`src/core/clock_ctrl_pkg.sv`:
```
// shared constants, types and register map of the clock source and start-up controller
package clock_ctrl_pkg;

  // register byte offsets on the apb bus
  localparam logic [7:0] ADDR_OPTION_STATUS = 8'h00;
  localparam logic [7:0] ADDR_SLEEP_CTRL = 8'h04;
  localparam logic [7:0] ADDR_CLOCK_STATUS = 8'h08;
  localparam logic [7:0] ADDR_WAKE_FLAGS = 8'h0c;

  // sleep control fields
  localparam int SLEEP_MODE_LSB = 0;
  localparam int SLEEP_ENABLE_BIT = 2;
  localparam int SLEEP_GO_BIT = 8;

  // clock status fields
  localparam int STATUS_STATE_LSB = 0;
  localparam int STATUS_GATE_LSB = 8;
  localparam int STATUS_ASYNC_ARM_BIT = 11;
  localparam int STATUS_RESERVED_START_BIT = 12;
  localparam int STATUS_SOURCE_LSB = 16;

  // wake flag fields
  localparam int WAKE_EXT_INT_BIT = 0;
  localparam int WAKE_SERIAL_START_BIT = 1;

  // start-up counts in cycles of the selected source
  localparam logic [16:0] STARTUP_SHORT_CK = 17'h00006;
  localparam logic [16:0] STARTUP_258_CK = 17'h00102;
  localparam logic [16:0] STARTUP_1K_CK = 17'h00400;
  localparam logic [16:0] RESET_EXTRA_CK = 17'h0000e;
  localparam int STARTUP_16K_CK_DEFAULT = 16384;

  // reset delays in watchdog oscillator cycles (nominal 4.1 ms and 65 ms)
  localparam int WDT_SHORT_CYCLES_DEFAULT = 4096;
  localparam int WDT_LONG_CYCLES_DEFAULT = 65536;

  // division factor of the divide-by-eight option, minus one
  localparam logic [2:0] DIV8_LAST = 3'h7;

  // option bits: a one is unprogrammed, a zero is programmed
  typedef struct packed {
    logic divide_by_eight_option;
    logic [1:0] startup_time_select;
    logic [3:0] clock_source_select;
  } option_t;

  // option setting as delivered: rc source, longest start-up, divide by eight programmed
  localparam option_t DELIVERED_OPTIONS = '{1'b0, 2'b10, 4'h2};

  // selected clock source
  typedef enum logic [2:0] {
    SRC_EXTERNAL = 3'h0,
    SRC_RC_4MHZ = 3'h1,
    SRC_RC_8MHZ = 3'h2,
    SRC_WATCHDOG = 3'h3,
    SRC_CRYSTAL = 3'h4
  } source_t;

  // indices of the oscillator tick lines and the wake pin lines
  localparam int OSC_EXTERNAL = 0;
  localparam int OSC_RC_4MHZ = 1;
  localparam int OSC_RC_8MHZ = 2;
  localparam int OSC_WATCHDOG = 3;
  localparam int OSC_CRYSTAL = 4;
  localparam int PIN_EXT_INT = 5;
  localparam int PIN_SERIAL_START = 6;
  localparam int PIN_COUNT = 7;

  // sleep modes
  localparam logic [1:0] SLEEP_IDLE = 2'h0;
  localparam logic [1:0] SLEEP_POWER_DOWN = 2'h1;
  localparam logic [1:0] SLEEP_STANDBY = 2'h2;

  // controller states, one-hot
  typedef enum logic [6:0] {
    ST_CAPTURE = 7'h01,
    ST_OSC_START = 7'h02,
    ST_RESET_CK = 7'h04,
    ST_RESET_WDT = 7'h08,
    ST_RUN = 7'h10,
    ST_SLEEP = 7'h20,
    ST_WAKE_START = 7'h40
  } state_t;

  // apb request from the master
  typedef struct packed {
    logic psel;
    logic penable;
    logic pwrite;
    logic [7:0] paddr;
    logic [31:0] pwdata;
  } apb_req_t;

  // gated clock enables
  typedef struct packed {
    logic program_memory_clock;
    logic peripheral_clock;
    logic core_clock;
  } gate_t;

endpackage : clock_ctrl_pkg

```
`src/core/pin_sync.sv`:
```
// three-stage synchroniser with glitch filter and rising-edge pulse per line
`timescale 1ns/1ps
module pin_sync #(
  parameter int WIDTH = 7
) (
  // clock and reset
  input wire logic pclk,
  input wire logic presetn,
  // asynchronous lines
  input wire logic [WIDTH-1:0] pin_in,
  // filtered level and one-cycle rising pulse
  output logic [WIDTH-1:0] level,
  output logic [WIDTH-1:0] rise
);

  typedef struct packed {
    logic [WIDTH-1:0] s1;
    logic [WIDTH-1:0] s2;
    logic [WIDTH-1:0] s3;
    logic [WIDTH-1:0] lvl;
    logic [WIDTH-1:0] rise;
  } sync_state_t;

  sync_state_t sync_reg;
  sync_state_t sync_next;

  // a change counts only once the second and third stage agree
  always_comb begin
    sync_next = sync_reg;
    sync_next.s1 = pin_in;
    sync_next.s2 = sync_reg.s1;
    sync_next.s3 = sync_reg.s2;
    for (int i = 0; i < WIDTH; i++) begin
      if (sync_reg.s2[i] == sync_reg.s3[i]) begin
        sync_next.lvl[i] = sync_reg.s3[i];
      end
    end
    sync_next.rise = sync_next.lvl & ~sync_reg.lvl;
  end

  // state register
  always_ff @(posedge pclk or negedge presetn) begin
    if (!presetn) begin
      sync_reg <= '0;
    end else begin
      sync_reg <= sync_next;
    end
  end

  assign level = sync_reg.lvl;
  assign rise = sync_reg.rise;

endmodule : pin_sync

```
`src/core/clock_source_select_startup.sv`:
```
// clock source selection, start-up timing and gated clock distribution with apb registers
//
// Functional notes
// - sleep modes gate off clock enables of modules they do not use.
// - core clock stopped means the core performs no operations.
// - timers run on peripheral clock; external interrupts detected without it.
// - serial start condition detected while peripheral clock is stopped.
// - program memory clock follows the core clock.
// - four-bit source select decodes to external, rc4, rc8, watchdog, crystal.
// - option bit one means unprogrammed, zero means programmed.
// - wake from power-down counts start-up cycles of selected source first.
// - reset adds no delay or a 4096 or 65536 watchdog cycle delay.
// - delivered setting: source 0010, start-up 10, divide by eight programmed.
// - crystal mode upper three select bits choose the amplifier range.
// - crystal start-up table with lowest select bit zero.
// - crystal start-up table with lowest select bit one.
// - selected source feeds core, peripheral and program memory domains.
// - rc and external: 6 cycles wake; reset adds 14 cycles plus delay.
// - divide-by-eight option divides the clock by eight from start-up.
`timescale 1ns/1ps
module clock_source_select_startup #(
  parameter int STARTUP_16K_CK = clock_ctrl_pkg::STARTUP_16K_CK_DEFAULT,
  parameter int WDT_SHORT_CYCLES = clock_ctrl_pkg::WDT_SHORT_CYCLES_DEFAULT,
  parameter int WDT_LONG_CYCLES = clock_ctrl_pkg::WDT_LONG_CYCLES_DEFAULT
) (
  // clock and reset
  input wire logic pclk,
  input wire logic presetn,
  // apb slave
  input wire clock_ctrl_pkg::apb_req_t apb_req,
  output logic [31:0] prdata,
  output logic pready,
  output logic pslverr,
  // nonvolatile option bits
  input wire clock_ctrl_pkg::option_t option_bits,
  // oscillator outputs, one per source
  input wire logic osc_external,
  input wire logic osc_rc_4mhz,
  input wire logic osc_rc_8mhz,
  input wire logic osc_watchdog,
  input wire logic osc_crystal,
  // asynchronous wake sources
  input wire logic ext_int_pin,
  input wire logic serial_start_pin,
  // distributed clock enables and status
  output clock_ctrl_pkg::gate_t clock_enable,
  output logic oscillator_enable,
  output logic [2:0] crystal_range_select,
  output logic async_detect_arm
);

  typedef struct packed {
    clock_ctrl_pkg::state_t state;
    clock_ctrl_pkg::option_t opt;
    logic [16:0] cnt;
    logic [2:0] div_cnt;
    logic [1:0] sleep_mode;
    logic sleep_enable;
    logic [1:0] wake_flags;
    logic [31:0] rdata;
    clock_ctrl_pkg::gate_t gate;
  } ctrl_state_t;

  ctrl_state_t ctrl_reg;
  ctrl_state_t ctrl_next;

  logic [clock_ctrl_pkg::PIN_COUNT-1:0] pin_level;
  logic [clock_ctrl_pkg::PIN_COUNT-1:0] pin_rise;
  clock_ctrl_pkg::source_t source;
  logic is_crystal;
  logic src_tick;
  logic wdt_tick;
  logic sys_tick;
  logic access;
  logic setup;
  logic mapped;
  logic reserved_start;
  logic [16:0] startup_target;
  logic [16:0] reset_target;

  // source decode from the four select bits, raw bit values as programmed
  function automatic clock_ctrl_pkg::source_t decode_source(input logic [3:0] sel);
    clock_ctrl_pkg::source_t s;
    s = clock_ctrl_pkg::SRC_CRYSTAL;
    if (sel[3] == 1'b0) begin
      case (sel[2:1])
        2'h0: s = clock_ctrl_pkg::SRC_EXTERNAL;
        2'h1: s = clock_ctrl_pkg::SRC_RC_4MHZ;
        2'h2: s = clock_ctrl_pkg::SRC_RC_8MHZ;
        default: s = clock_ctrl_pkg::SRC_WATCHDOG;
      endcase
    end
    return s;
  endfunction : decode_source

  // start-up cycles of the selected source, used after power-down and reset
  function automatic logic [16:0] startup_cycles(input clock_ctrl_pkg::option_t o,
                                                 input logic xtal);
    logic [16:0] c;
    c = clock_ctrl_pkg::STARTUP_SHORT_CK;
    if (xtal) begin
      case ({o.clock_source_select[0], o.startup_time_select})
        3'h0, 3'h1: c = clock_ctrl_pkg::STARTUP_258_CK;
        3'h2, 3'h3: c = clock_ctrl_pkg::STARTUP_1K_CK;
        3'h4: c = clock_ctrl_pkg::STARTUP_1K_CK;
        default: c = 17'(STARTUP_16K_CK);
      endcase
    end
    return c;
  endfunction : startup_cycles

  // extra watchdog cycles after reset; zero means the 14 cycles alone
  function automatic logic [16:0] reset_wdt_cycles(input clock_ctrl_pkg::option_t o,
                                                   input logic xtal);
    logic [16:0] c;
    c = 17'h00000;
    if (xtal) begin
      case ({o.clock_source_select[0], o.startup_time_select})
        3'h0, 3'h3, 3'h6: c = 17'(WDT_SHORT_CYCLES);
        3'h1, 3'h4, 3'h7: c = 17'(WDT_LONG_CYCLES);
        default: c = 17'h00000;
      endcase
    end else begin
      case (o.startup_time_select)
        2'h0: c = 17'h00000;
        2'h1: c = 17'(WDT_SHORT_CYCLES);
        default: c = 17'(WDT_LONG_CYCLES);
      endcase
    end
    return c;
  endfunction : reset_wdt_cycles

  // oscillator and wake pins come from outside the pclk domain
  pin_sync #(
    .WIDTH(clock_ctrl_pkg::PIN_COUNT)
  ) u_pin_sync (
    .pclk(pclk),
    .presetn(presetn),
    .pin_in({serial_start_pin, ext_int_pin, osc_crystal, osc_watchdog, osc_rc_8mhz,
             osc_rc_4mhz, osc_external}),
    .level(pin_level),
    .rise(pin_rise)
  );

  // decode of the caught option bits and source tick selection
  always_comb begin
    source = decode_source(ctrl_reg.opt.clock_source_select);
    is_crystal = (source == clock_ctrl_pkg::SRC_CRYSTAL);
    reserved_start = !is_crystal && (ctrl_reg.opt.startup_time_select == 2'h3);
    startup_target = startup_cycles(ctrl_reg.opt, is_crystal);
    reset_target = reset_wdt_cycles(ctrl_reg.opt, is_crystal);
    wdt_tick = pin_rise[clock_ctrl_pkg::OSC_WATCHDOG];
    case (source)
      clock_ctrl_pkg::SRC_EXTERNAL: src_tick = pin_rise[clock_ctrl_pkg::OSC_EXTERNAL];
      clock_ctrl_pkg::SRC_RC_4MHZ: src_tick = pin_rise[clock_ctrl_pkg::OSC_RC_4MHZ];
      clock_ctrl_pkg::SRC_RC_8MHZ: src_tick = pin_rise[clock_ctrl_pkg::OSC_RC_8MHZ];
      clock_ctrl_pkg::SRC_WATCHDOG: src_tick = pin_rise[clock_ctrl_pkg::OSC_WATCHDOG];
      default: src_tick = pin_rise[clock_ctrl_pkg::OSC_CRYSTAL];
    endcase
    // programmed means zero: divide the system clock by eight
    if (ctrl_reg.opt.divide_by_eight_option == 1'b0) begin
      sys_tick = src_tick && (ctrl_reg.div_cnt == clock_ctrl_pkg::DIV8_LAST);
    end else begin
      sys_tick = src_tick;
    end
  end

  // apb decode
  always_comb begin
    access = apb_req.psel && apb_req.penable;
    setup = apb_req.psel && !apb_req.penable;
    case (apb_req.paddr)
      clock_ctrl_pkg::ADDR_OPTION_STATUS,
      clock_ctrl_pkg::ADDR_SLEEP_CTRL,
      clock_ctrl_pkg::ADDR_CLOCK_STATUS,
      clock_ctrl_pkg::ADDR_WAKE_FLAGS: mapped = 1'b1;
      default: mapped = 1'b0;
    endcase
  end

  // next state of the whole controller
  always_comb begin
    logic [1:0] wake_set;
    logic [1:0] wake_clr;
    logic wake_any;
    logic wr;
    wake_set = {pin_rise[clock_ctrl_pkg::PIN_SERIAL_START],
                pin_rise[clock_ctrl_pkg::PIN_EXT_INT]};
    wake_clr = 2'h0;
    wake_any = |wake_set;
    wr = access && apb_req.pwrite;
    ctrl_next = ctrl_reg;

    // divider runs on every tick of the selected source
    if (src_tick) begin
      ctrl_next.div_cnt = 3'(ctrl_reg.div_cnt + 3'h1);
    end

    // register writes
    if (wr && apb_req.paddr == clock_ctrl_pkg::ADDR_SLEEP_CTRL) begin
      ctrl_next.sleep_mode = apb_req.pwdata[clock_ctrl_pkg::SLEEP_MODE_LSB +: 2];
      ctrl_next.sleep_enable = apb_req.pwdata[clock_ctrl_pkg::SLEEP_ENABLE_BIT];
    end
    if (wr && apb_req.paddr == clock_ctrl_pkg::ADDR_WAKE_FLAGS) begin
      wake_clr = apb_req.pwdata[1:0];
    end
    // a wake event in the clearing cycle is kept
    ctrl_next.wake_flags = (ctrl_reg.wake_flags & ~wake_clr) | wake_set;

    // sequencing
    case (ctrl_reg.state)
      clock_ctrl_pkg::ST_CAPTURE: begin
        ctrl_next.opt = option_bits;
        ctrl_next.div_cnt = 3'h0;
        ctrl_next.cnt = startup_cycles(option_bits,
                                       decode_source(option_bits.clock_source_select) ==
                                       clock_ctrl_pkg::SRC_CRYSTAL);
        ctrl_next.state = clock_ctrl_pkg::ST_OSC_START;
      end
      clock_ctrl_pkg::ST_OSC_START: begin
        if (src_tick) begin
          ctrl_next.cnt = 17'(ctrl_reg.cnt - 17'h1);
          if (ctrl_reg.cnt == 17'h1) begin
            ctrl_next.cnt = clock_ctrl_pkg::RESET_EXTRA_CK;
            ctrl_next.state = clock_ctrl_pkg::ST_RESET_CK;
          end
        end
      end
      clock_ctrl_pkg::ST_RESET_CK: begin
        if (src_tick) begin
          ctrl_next.cnt = 17'(ctrl_reg.cnt - 17'h1);
          if (ctrl_reg.cnt == 17'h1) begin
            ctrl_next.cnt = reset_target;
            ctrl_next.div_cnt = 3'h0;
            if (reset_target == 17'h0) begin
              ctrl_next.state = clock_ctrl_pkg::ST_RUN;
            end else begin
              ctrl_next.state = clock_ctrl_pkg::ST_RESET_WDT;
            end
          end
        end
      end
      clock_ctrl_pkg::ST_RESET_WDT: begin
        if (wdt_tick) begin
          ctrl_next.cnt = 17'(ctrl_reg.cnt - 17'h1);
          if (ctrl_reg.cnt == 17'h1) begin
            ctrl_next.div_cnt = 3'h0;
            ctrl_next.state = clock_ctrl_pkg::ST_RUN;
          end
        end
      end
      clock_ctrl_pkg::ST_RUN: begin
        if (wr && apb_req.paddr == clock_ctrl_pkg::ADDR_SLEEP_CTRL &&
            apb_req.pwdata[clock_ctrl_pkg::SLEEP_GO_BIT] &&
            apb_req.pwdata[clock_ctrl_pkg::SLEEP_ENABLE_BIT]) begin
          ctrl_next.state = clock_ctrl_pkg::ST_SLEEP;
        end
      end
      clock_ctrl_pkg::ST_SLEEP: begin
        if (wake_any) begin
          if (ctrl_reg.sleep_mode == clock_ctrl_pkg::SLEEP_POWER_DOWN) begin
            ctrl_next.cnt = startup_target;
            ctrl_next.state = clock_ctrl_pkg::ST_WAKE_START;
          end else if (ctrl_reg.sleep_mode == clock_ctrl_pkg::SLEEP_STANDBY) begin
            ctrl_next.cnt = clock_ctrl_pkg::STARTUP_SHORT_CK;
            ctrl_next.state = clock_ctrl_pkg::ST_WAKE_START;
          end else begin
            ctrl_next.state = clock_ctrl_pkg::ST_RUN;
          end
        end
      end
      clock_ctrl_pkg::ST_WAKE_START: begin
        if (src_tick) begin
          ctrl_next.cnt = 17'(ctrl_reg.cnt - 17'h1);
          if (ctrl_reg.cnt == 17'h1) begin
            ctrl_next.div_cnt = 3'h0;
            ctrl_next.state = clock_ctrl_pkg::ST_RUN;
          end
        end
      end
      default: begin
        ctrl_next.state = clock_ctrl_pkg::ST_CAPTURE;
      end
    endcase

    // clock gating per state and sleep mode
    ctrl_next.gate = '0;
    if (ctrl_reg.state == clock_ctrl_pkg::ST_RUN) begin
      ctrl_next.gate.core_clock = sys_tick;
      ctrl_next.gate.peripheral_clock = sys_tick;
      ctrl_next.gate.program_memory_clock = sys_tick;
    end else if (ctrl_reg.state == clock_ctrl_pkg::ST_SLEEP &&
                 ctrl_reg.sleep_mode != clock_ctrl_pkg::SLEEP_POWER_DOWN &&
                 ctrl_reg.sleep_mode != clock_ctrl_pkg::SLEEP_STANDBY) begin
      ctrl_next.gate.peripheral_clock = sys_tick;
    end

    // read data is prepared in the setup phase, held through the access phase
    if (setup && !apb_req.pwrite) begin
      ctrl_next.rdata = 32'h0;
      case (apb_req.paddr)
        clock_ctrl_pkg::ADDR_OPTION_STATUS: ctrl_next.rdata[6:0] = ctrl_reg.opt;
        clock_ctrl_pkg::ADDR_SLEEP_CTRL: begin
          ctrl_next.rdata[clock_ctrl_pkg::SLEEP_MODE_LSB +: 2] = ctrl_reg.sleep_mode;
          ctrl_next.rdata[clock_ctrl_pkg::SLEEP_ENABLE_BIT] = ctrl_reg.sleep_enable;
        end
        clock_ctrl_pkg::ADDR_CLOCK_STATUS: begin
          ctrl_next.rdata[clock_ctrl_pkg::STATUS_STATE_LSB +: 7] = ctrl_reg.state;
          ctrl_next.rdata[clock_ctrl_pkg::STATUS_GATE_LSB +: 3] = ctrl_reg.gate;
          ctrl_next.rdata[clock_ctrl_pkg::STATUS_ASYNC_ARM_BIT] = async_detect_arm;
          ctrl_next.rdata[clock_ctrl_pkg::STATUS_RESERVED_START_BIT] = reserved_start;
          ctrl_next.rdata[clock_ctrl_pkg::STATUS_SOURCE_LSB +: 3] = source;
        end
        clock_ctrl_pkg::ADDR_WAKE_FLAGS: ctrl_next.rdata[1:0] = ctrl_reg.wake_flags;
        default: ctrl_next.rdata = 32'h0;
      endcase
    end
  end

  // state register; options reset to the delivered setting
  always_ff @(posedge pclk or negedge presetn) begin
    if (!presetn) begin
      ctrl_reg <= '{state: clock_ctrl_pkg::ST_CAPTURE,
                    opt: clock_ctrl_pkg::DELIVERED_OPTIONS,
                    cnt: 17'h0,
                    div_cnt: 3'h0,
                    sleep_mode: clock_ctrl_pkg::SLEEP_IDLE,
                    sleep_enable: 1'b0,
                    wake_flags: 2'h0,
                    rdata: 32'h0,
                    gate: '0};
    end else begin
      ctrl_reg <= ctrl_next;
    end
  end

  // outputs
  assign prdata = ctrl_reg.rdata;
  assign pready = 1'b1;
  assign pslverr = access && !mapped;
  assign clock_enable = ctrl_reg.gate;
  // oscillator stops only in power-down sleep
  assign oscillator_enable = !(ctrl_reg.state == clock_ctrl_pkg::ST_SLEEP &&
                               ctrl_reg.sleep_mode == clock_ctrl_pkg::SLEEP_POWER_DOWN);
  // amplifier range for crystal mode; zero when another source is chosen
  assign crystal_range_select = is_crystal ? ctrl_reg.opt.clock_source_select[3:1]
                                           : 3'h0;
  // asynchronous detectors armed in every state other than run, idle sleep included
  assign async_detect_arm = (ctrl_reg.state != clock_ctrl_pkg::ST_RUN);

endmodule : clock_source_select_startup

```
`config.mk`:
```
export PLATFORM = sky130hd
export DESIGN_NAME = clock_source_select_startup
export DESIGN_NICKNAME = d
export VERILOG_FILES = /design/src/core/clock_ctrl_pkg.sv /design/src/core/pin_sync.sv /design/src/core/clock_source_select_startup.sv
export SDC_FILE = /design/constraint.sdc
export NUM_CORES = 1
export LEC_CHECK = 0
export BUFFER_PORTS_ARGS = -buffer_cell sky130_fd_sc_hd__buf_4
export CAP_MARGIN = 20
export CORE_AREA = 2 2 116 118
export CTS_BUF_LIST = sky130_fd_sc_hd__clkbuf_8
export DETAILED_ROUTE_END_ITERATION = 16
export DIE_AREA = 0 0 118 120
export PLACE_DENSITY = 0.54
export RECOVER_POWER = 100
export SLEW_MARGIN = 40
export SYNTH_ARGS = -nofsm -noshare
export SYNTH_HDL_FRONTEND = slang
export SYNTH_SLANG_ARGS = --single-unit
```
`constraint.sdc`:
```
create_clock -name pclk -period 5.2 [get_ports pclk]
set_input_delay 1.04 -clock pclk [delete_from_list [all_inputs] [get_ports pclk]]
set_output_delay 1.04 -clock pclk [all_outputs]
set_load 0.03 [all_outputs]
```
==> flow_metrics.tcl, run 1 <==
set metrics [dict create \
    run_status "complete, but fails checks" \
    ctsResizeCount 0 \
    largest_reg_flops 39 \
    cpMaxStageDelayCell "clkbuf_1" \
    p_leak_nw 2.25 \
    hold_path.class "flip-flop to flip-flop" \
    arrival_ns 3.71 \
    layout_commonest_cell "dfrtp_1" \
    avgSynthCellArea_um2 9.82 \
    postSynthRegisterBits 90 \
    cts_hold_buf 0 \
    ioPinCount 101 \
    die_w_um 118 \
    grt.total_usage 0.154 \
    peakVddDrop_mv 0.219 \
    final_layout_size_suffix_gt1_frac 0.154 \
    netlist_area_mm2 0.00467 \
    antennaDiodeCount 0 \
    clk_pin_slew_worst_paths_ns 0.09 \
    drv_slew 43 \
    tns_ns 0 \
    slew_headroom -0.374 \
    finalCritPeriodShare 0.656 \
    rsz0062_at_grt "false" \
    tightest_slew_ns 2.06 \
    dp.cells 665 \
    die_h_um 120 \
    clkPwrFrac 0.208 \
    final_cell_mix "87 x dfrtp_1, 53 x nand2_1, 53 x nor2_1, 31 x o21ai_0, 24 x clkbuf_1" \
    routed_via_density 5.05 \
    cts-htree-levels 3 \
    design_area_mm2 0.00508 \
    cap_violations 1 \
    fin_hold_ws_ns 0.356 \
    dpl_cell_area_mm2 0.00499 \
    required_ns 5.50 \
    cpPeakStageDelay_ns 1.45 \
    clock_latency_ns 0.38 \
    hold_viol_final 0 \
    dr.pass1.iters 4 \
    yosysTopAreaCellShare 0.466 \
    period_needed_ns 3.41 \
    synth.distinct_cells 72 \
    setup_viol 0 \
    pwr_density_cell_mw_per_mm2 510 \
    violations "capacitance limit, slew limit" \
    layout.cells.non_filler 681 \
    post_cts_buffers 0 \
    fin_ws_ns 1.79 \
    wl_um 10300 \
    synth_edf_count 0 \
    cp-start-kind "primary input" \
    core_area_mm2 0.0130 \
    yosys_warnings 0 \
    grt_pass1_vias 3464 \
    clk_path_buf_depth 2 \
    fill_cells 1340 \
    cts_made_buffers 9 \
    wl_per_cell_um 15.1 \
    fin_worst_skew_ns 0.00848 \
    grt_max_degree 50 \
    pre_cts_slack_ns 2.12 \
    path_buf_inv 2 \
    vias 3440 \
    crit_chain "clkbuf_1 -> clkbuf_2" \
    start_util 0.360 \
    synth_top_flop_cell "dfrtp_1" \
    dpl.hpwl_um 7390 \
    critPathCaptureType "async pin" \
    die_area_mm2 0.0142 \
    gp_congestion 0.823 \
    finalNetCount 565 \
    fmax_ghz 0.293 \
    async_reset_ff_frac 1.00 \
    critical_path_class "primary input to async pin" \
    switching_share 0.415 \
    grt_pass1_wl_um 17200 \
    p_sw_mw 1.08 \
    antenna_found_initial 0 \
    yosysTopAreaCell "dfrtp_1" \
    drc 0 \
    grt-ovfl-total 0 \
    synthCells 476 \
    critical_path.top_delay_family "buffers and inverters" \
    rows 42 \
    synthTopCellsByArea "dfrtp_1 47%, buf_4 5.8%, nand2_1 4.3%, nor2_1 4.3%, o21ai_0 2.8%" \
    cts_tree "built" \
    yosysSeqAreaShare 0.483 \
    io_buffers 54 \
    cts-root-buf "clkbuf_8" \
    seq_power_share 0.399 \
    clock-sinks 90 \
    p_int_mw 1.52 \
    cp_max_fo 49 \
    synthToLayoutAreaGrowth_pct 8.84 \
    drt-initial-drc-count 193 \
    antenna_left 0 \
    comb_power_share 0.393 \
]
==> stage by stage <==
stage | util | total power [mW]
2_1_floorplan | - | 1.88
3_3_place_gp | 0.384 | 2.09
3_5_place_dp | 0.384 | 2.12
4_1_cts | 0.401 | 2.67
5_1_grt | 0.392 | 2.79
6_report | 0.392 | 2.59
==> path summary, 6_finish.rpt <==
| check | start | to | slack [ns] | cells past startpoint |
|---|---|---|---|---|
| setup / recovery | presetn | ctrl_reg[58]$_DFFE_PN0P_ | 1.79 | 2 |
| hold / removal | u_pin_sync.sync_next[25]$_DFF_PN0_ | u_pin_sync.sync_next[18]$_DFF_PN0_ | 0.36 | 0 |
| min in group asynchronous | presetn | u_pin_sync.level[5]$_DFF_PN0_ | 1.24 | 1 |
| hold reg to reg | u_pin_sync.sync_next[25]$_DFF_PN0_ | u_pin_sync.sync_next[18]$_DFF_PN0_ | 0.36 | 0 |
| setup reg to reg | ctrl_reg[48]$_DFFE_PN0P_ | ctrl_reg[57]$_DFFE_PN0P_ | 2.01 | 7 |
| max in group pclk | ctrl_reg[69]$_DFFE_PN0P_ | oscillator_enable | 1.97 | 4 |
==> cells by family (layout without fill, tap and decap cells) <==
| logic type | after synthesis | in the layout | synth area share |
|---|---|---|---|
| adders and majority gates | 13 | 13 | 0.0311 |
| other | 2 | 18 | 0.00161 |
| and+or+nand+nor | 190 | 190 | 0.209 |
| muxes | 16 | 16 | 0.0362 |
| xor gates and xnor gates | 4 | 4 | 0.00750 |
| AOI/OAI and AO/OA | 93 | 93 | 0.140 |
| buffers and inverters | 68 | 81 | 0.0911 |
| DFF | 90 | 90 | 0.483 |
==> layer usage <==
layer | vias to the layer above | routed length, µm | share of wire | GRT usage
li1 | 1674 | - | - | -
met4 | 0 | 254 | 0.025 | 0.0723
met3 | 20 | 404 | 0.039 | 0.0366
met5 | - | 0 | 0 | 0
met2 | 78 | 5020 | 0.49 | 0.251
met1 | 1668 | 4600 | 0.45 | 0.193
==> final cells by class <==
type | count | area, µm² | share of cell area
tap | 176 | 220 | 0.0433
multi-input combinational | 334 | 2020 | 0.398
timing repair buffer | 56 | 328 | 0.0645
sequential | 90 | 2260 | 0.444
inverter | 9 | 33.8 | 0.00664
clock buffer | 9 | 124 | 0.0244
clock inverter | 7 | 98.8 | 0.0194
==> cells in the mapped netlist, drive strengths merged, types with 3 or more instances <==
library cell	number
and2	7
a21oi	11
nor2b	4
and3	6
or2	4
buf	44
a21o	5
nand2b	8
a22o	7
xor2	3
mux2i	9
dfstp	3
a2bb2oi	3
or3	6
dfrtp	87
mux2	7
nor4	5
inv	9
a221oi	4
o22ai	5
nor3	15
o21ai	33
o211ai	3
nand2	53
a221o	3
o31ai	5
clkbuf	15
nor2	54
maj3	7
nand3	15
ha	6
==> power by group through the flow <==
stage / logic, mW / registers (mW) / clock network [mW]
after floorplan: 0.951 / 0.933 / 0
after global placement: 1.05 / 1.04 / 0
after detailed placement: 1.07 / 1.05 / 0
after CTS: 1.08 / 1.04 / 0.559
after global routing: 1.14 / 1.06 / 0.588
final: 1.02 / 1.03 / 0.539
Power figures use the tool's default switching activity.
==> inputs of run 2 (changes only) <==
- clock period: 5.2 -> 3.2 ns (I/O delays scaled with it)
==> flow_metrics.tcl, run 2 (same netlist as run 1, synthesis figures left out) <==
set metrics [dict create \
    run_status "finished, final reports clean" \
    grt_pass1_wl_um 17600 \
    required_ns 3.46 \
    clk_path_buf_depth 2 \
    drc 0 \
    core_area_mm2 0.0130 \
    antennaDiodeCount 0 \
    die_h_um 120 \
    drv_slew 0 \
    die_area_mm2 0.0142 \
    drt-initial-drc-count 168 \
    fin_worst_skew_ns 0.0155 \
    reg2reg_slack_ns 0.37 \
    rsz0062_at_grt "false" \
    fmax_ghz 0.353 \
    setup_viol 0 \
    largest_reg_flops 39 \
    hold_depth 0 \
    vias 3509 \
    synthToLayoutAreaGrowth_pct 9.00 \
    layout_commonest_cell "dfrtp_1" \
    die_w_um 118 \
    cts-htree-levels 3 \
    cp_max_fo 16 \
    comb_power_share 0.425 \
    grt-ovfl-total 0 \
    grt_pass1_vias 3473 \
    clk_pin_slew_worst_paths_ns 0.09 \
    grt_max_degree 50 \
    ctsResizeCount 0 \
    grtUsageMet1 0.204 \
    cts_hold_buf 0 \
    p_sw_mw 1.79 \
    cts_made_buffers 9 \
    ioPinCount 101 \
    critPathCaptureType "flip-flop" \
    io_buffers 54 \
    p_int_mw 2.37 \
    p_leak_nw 2.27 \
    fin_ws_ns 0.368 \
    peakVddDrop_mv 0.364 \
    grt_use_met3 0.0352 \
    finalNetCount 574 \
    start_util 0.360 \
    grt-busiest-layer "met2" \
    antenna_left 0 \
    cts-root-buf "clkbuf_8" \
    grt.total_usage 0.159 \
    seq_power_share 0.398 \
    hold_viol_final 0 \
    slew_headroom 0.120 \
    cap_violations 0 \
    tns_ns 0 \
    wl_per_cell_um 15.3 \
    gp_congestion 0.823 \
    arrival_ns 3.10 \
    rows 42 \
    clock-sinks 90 \
    pre_cts_slack_ns 0.659 \
    switching_share 0.430 \
    critical_path_class "flip-flop to flip-flop" \
    wl_um 10600 \
    finalCritPeriodShare 0.885 \
    period_needed_ns 2.83 \
    antenna_found_initial 0 \
    routed_via_density 5.09 \
    dr.pass1.iters 4 \
    use_met2 0.254 \
    hold_path.class "flip-flop to flip-flop" \
    clock_latency_ns 0.38 \
    final_layout_size_suffix_gt1_frac 0.165 \
    cts_tree "built" \
    post_cts_buffers 0 \
    final_cell_mix "87 x dfrtp_1, 53 x nand2_1, 53 x nor2_1, 28 x buf_4, 27 x clkbuf_1" \
    clkPwrFrac 0.176 \
    pwr_density_cell_mw_per_mm2 816 \
    fin_hold_ws_ns 0.357 \
    tightest_slew_ns 1.32 \
    reg2reg_depth 8 \
    dpl.hpwl_um 7630 \
    cp-start-kind "flip-flop" \
]
-- run 2: changes by cell type in the layout (fill, tap and decap cells not counted), moves of 2 or more --
cell       previous run  this run
buf_4                23        28
o21ai_0              31        26
o21ai_1               1         3
clkbuf_1             24        27
bufinv_16             2         0
o21ai_2               1         4
-- run 2: layout make-up --
class	count	area, µm²
inverters	9	33.8
fillers	1360	7890
flip-flops and latches	90	2260
multi-input cells	334	2020
repair buffers	65	382
clock buffers	9	124
well taps	176	220
clock inverters	7	52.6
-- run 2: through the flow --
stage | utilization | instance area [µm²] | total power [mW] | std cells
floorplan | - | 4730 | 3.06 | 492
global placement | 0.390 | 5060 | 3.50 | 674
detailed placement | 0.390 | 5060 | 3.52 | 674
CTS | 0.404 | 5240 | 4.28 | 690
global route | 0.392 | 5090 | 4.48 | 690
finish | 0.392 | 5090 | 4.15 | 690
-- run 2: worst max-delay path: stages (launching register included) --
cell     delay (ns)
dfrtp_1        0.42
or4_1          0.60
nor3_1         0.37
and3_1         0.31
or2_0          0.15
and3_1         0.15
buf_4          0.23
nor2_2         0.14
a221o_1        0.34
-- run 2: final timing paths --
| path | start | to |
|---|---|---|
| hold reg to reg | u_pin_sync.sync_next[26]$_DFF_PN0_ | u_pin_sync.sync_next[19]$_DFF_PN0_ |
| max in group asynchronous | presetn | ctrl_reg[64]$_DFFE_PN0P_ |
| setup / recovery | ctrl_reg[55]$_DFFE_PN0P_ | ctrl_reg[59]$_DFFE_PN0P_ |
| min in group asynchronous | presetn | prdata[2]$_DFFE_PN0P_ |
| hold / removal | u_pin_sync.sync_next[26]$_DFF_PN0_ | u_pin_sync.sync_next[19]$_DFF_PN0_ |
| setup reg to reg | ctrl_reg[55]$_DFFE_PN0P_ | ctrl_reg[59]$_DFFE_PN0P_ |
-- run 2: layer usage --
metal | share of wire | vias to the layer above
met4 | 0.020 | 0
met1 | 0.44 | 1724
met3 | 0.038 | 18
met2 | 0.50 | 84
met5 | 0 | -
li1 | - | 1683
-- run 2: power groups by stage --
stage	combinational (mW)	sequential [mW]	clock [mW]
global route	1.97	1.70	0.817
detailed placement	1.85	1.68	0
CTS	1.85	1.66	0.767
global placement	1.82	1.67	0
floorplan	1.54	1.52	0
finish	1.77	1.65	0.732
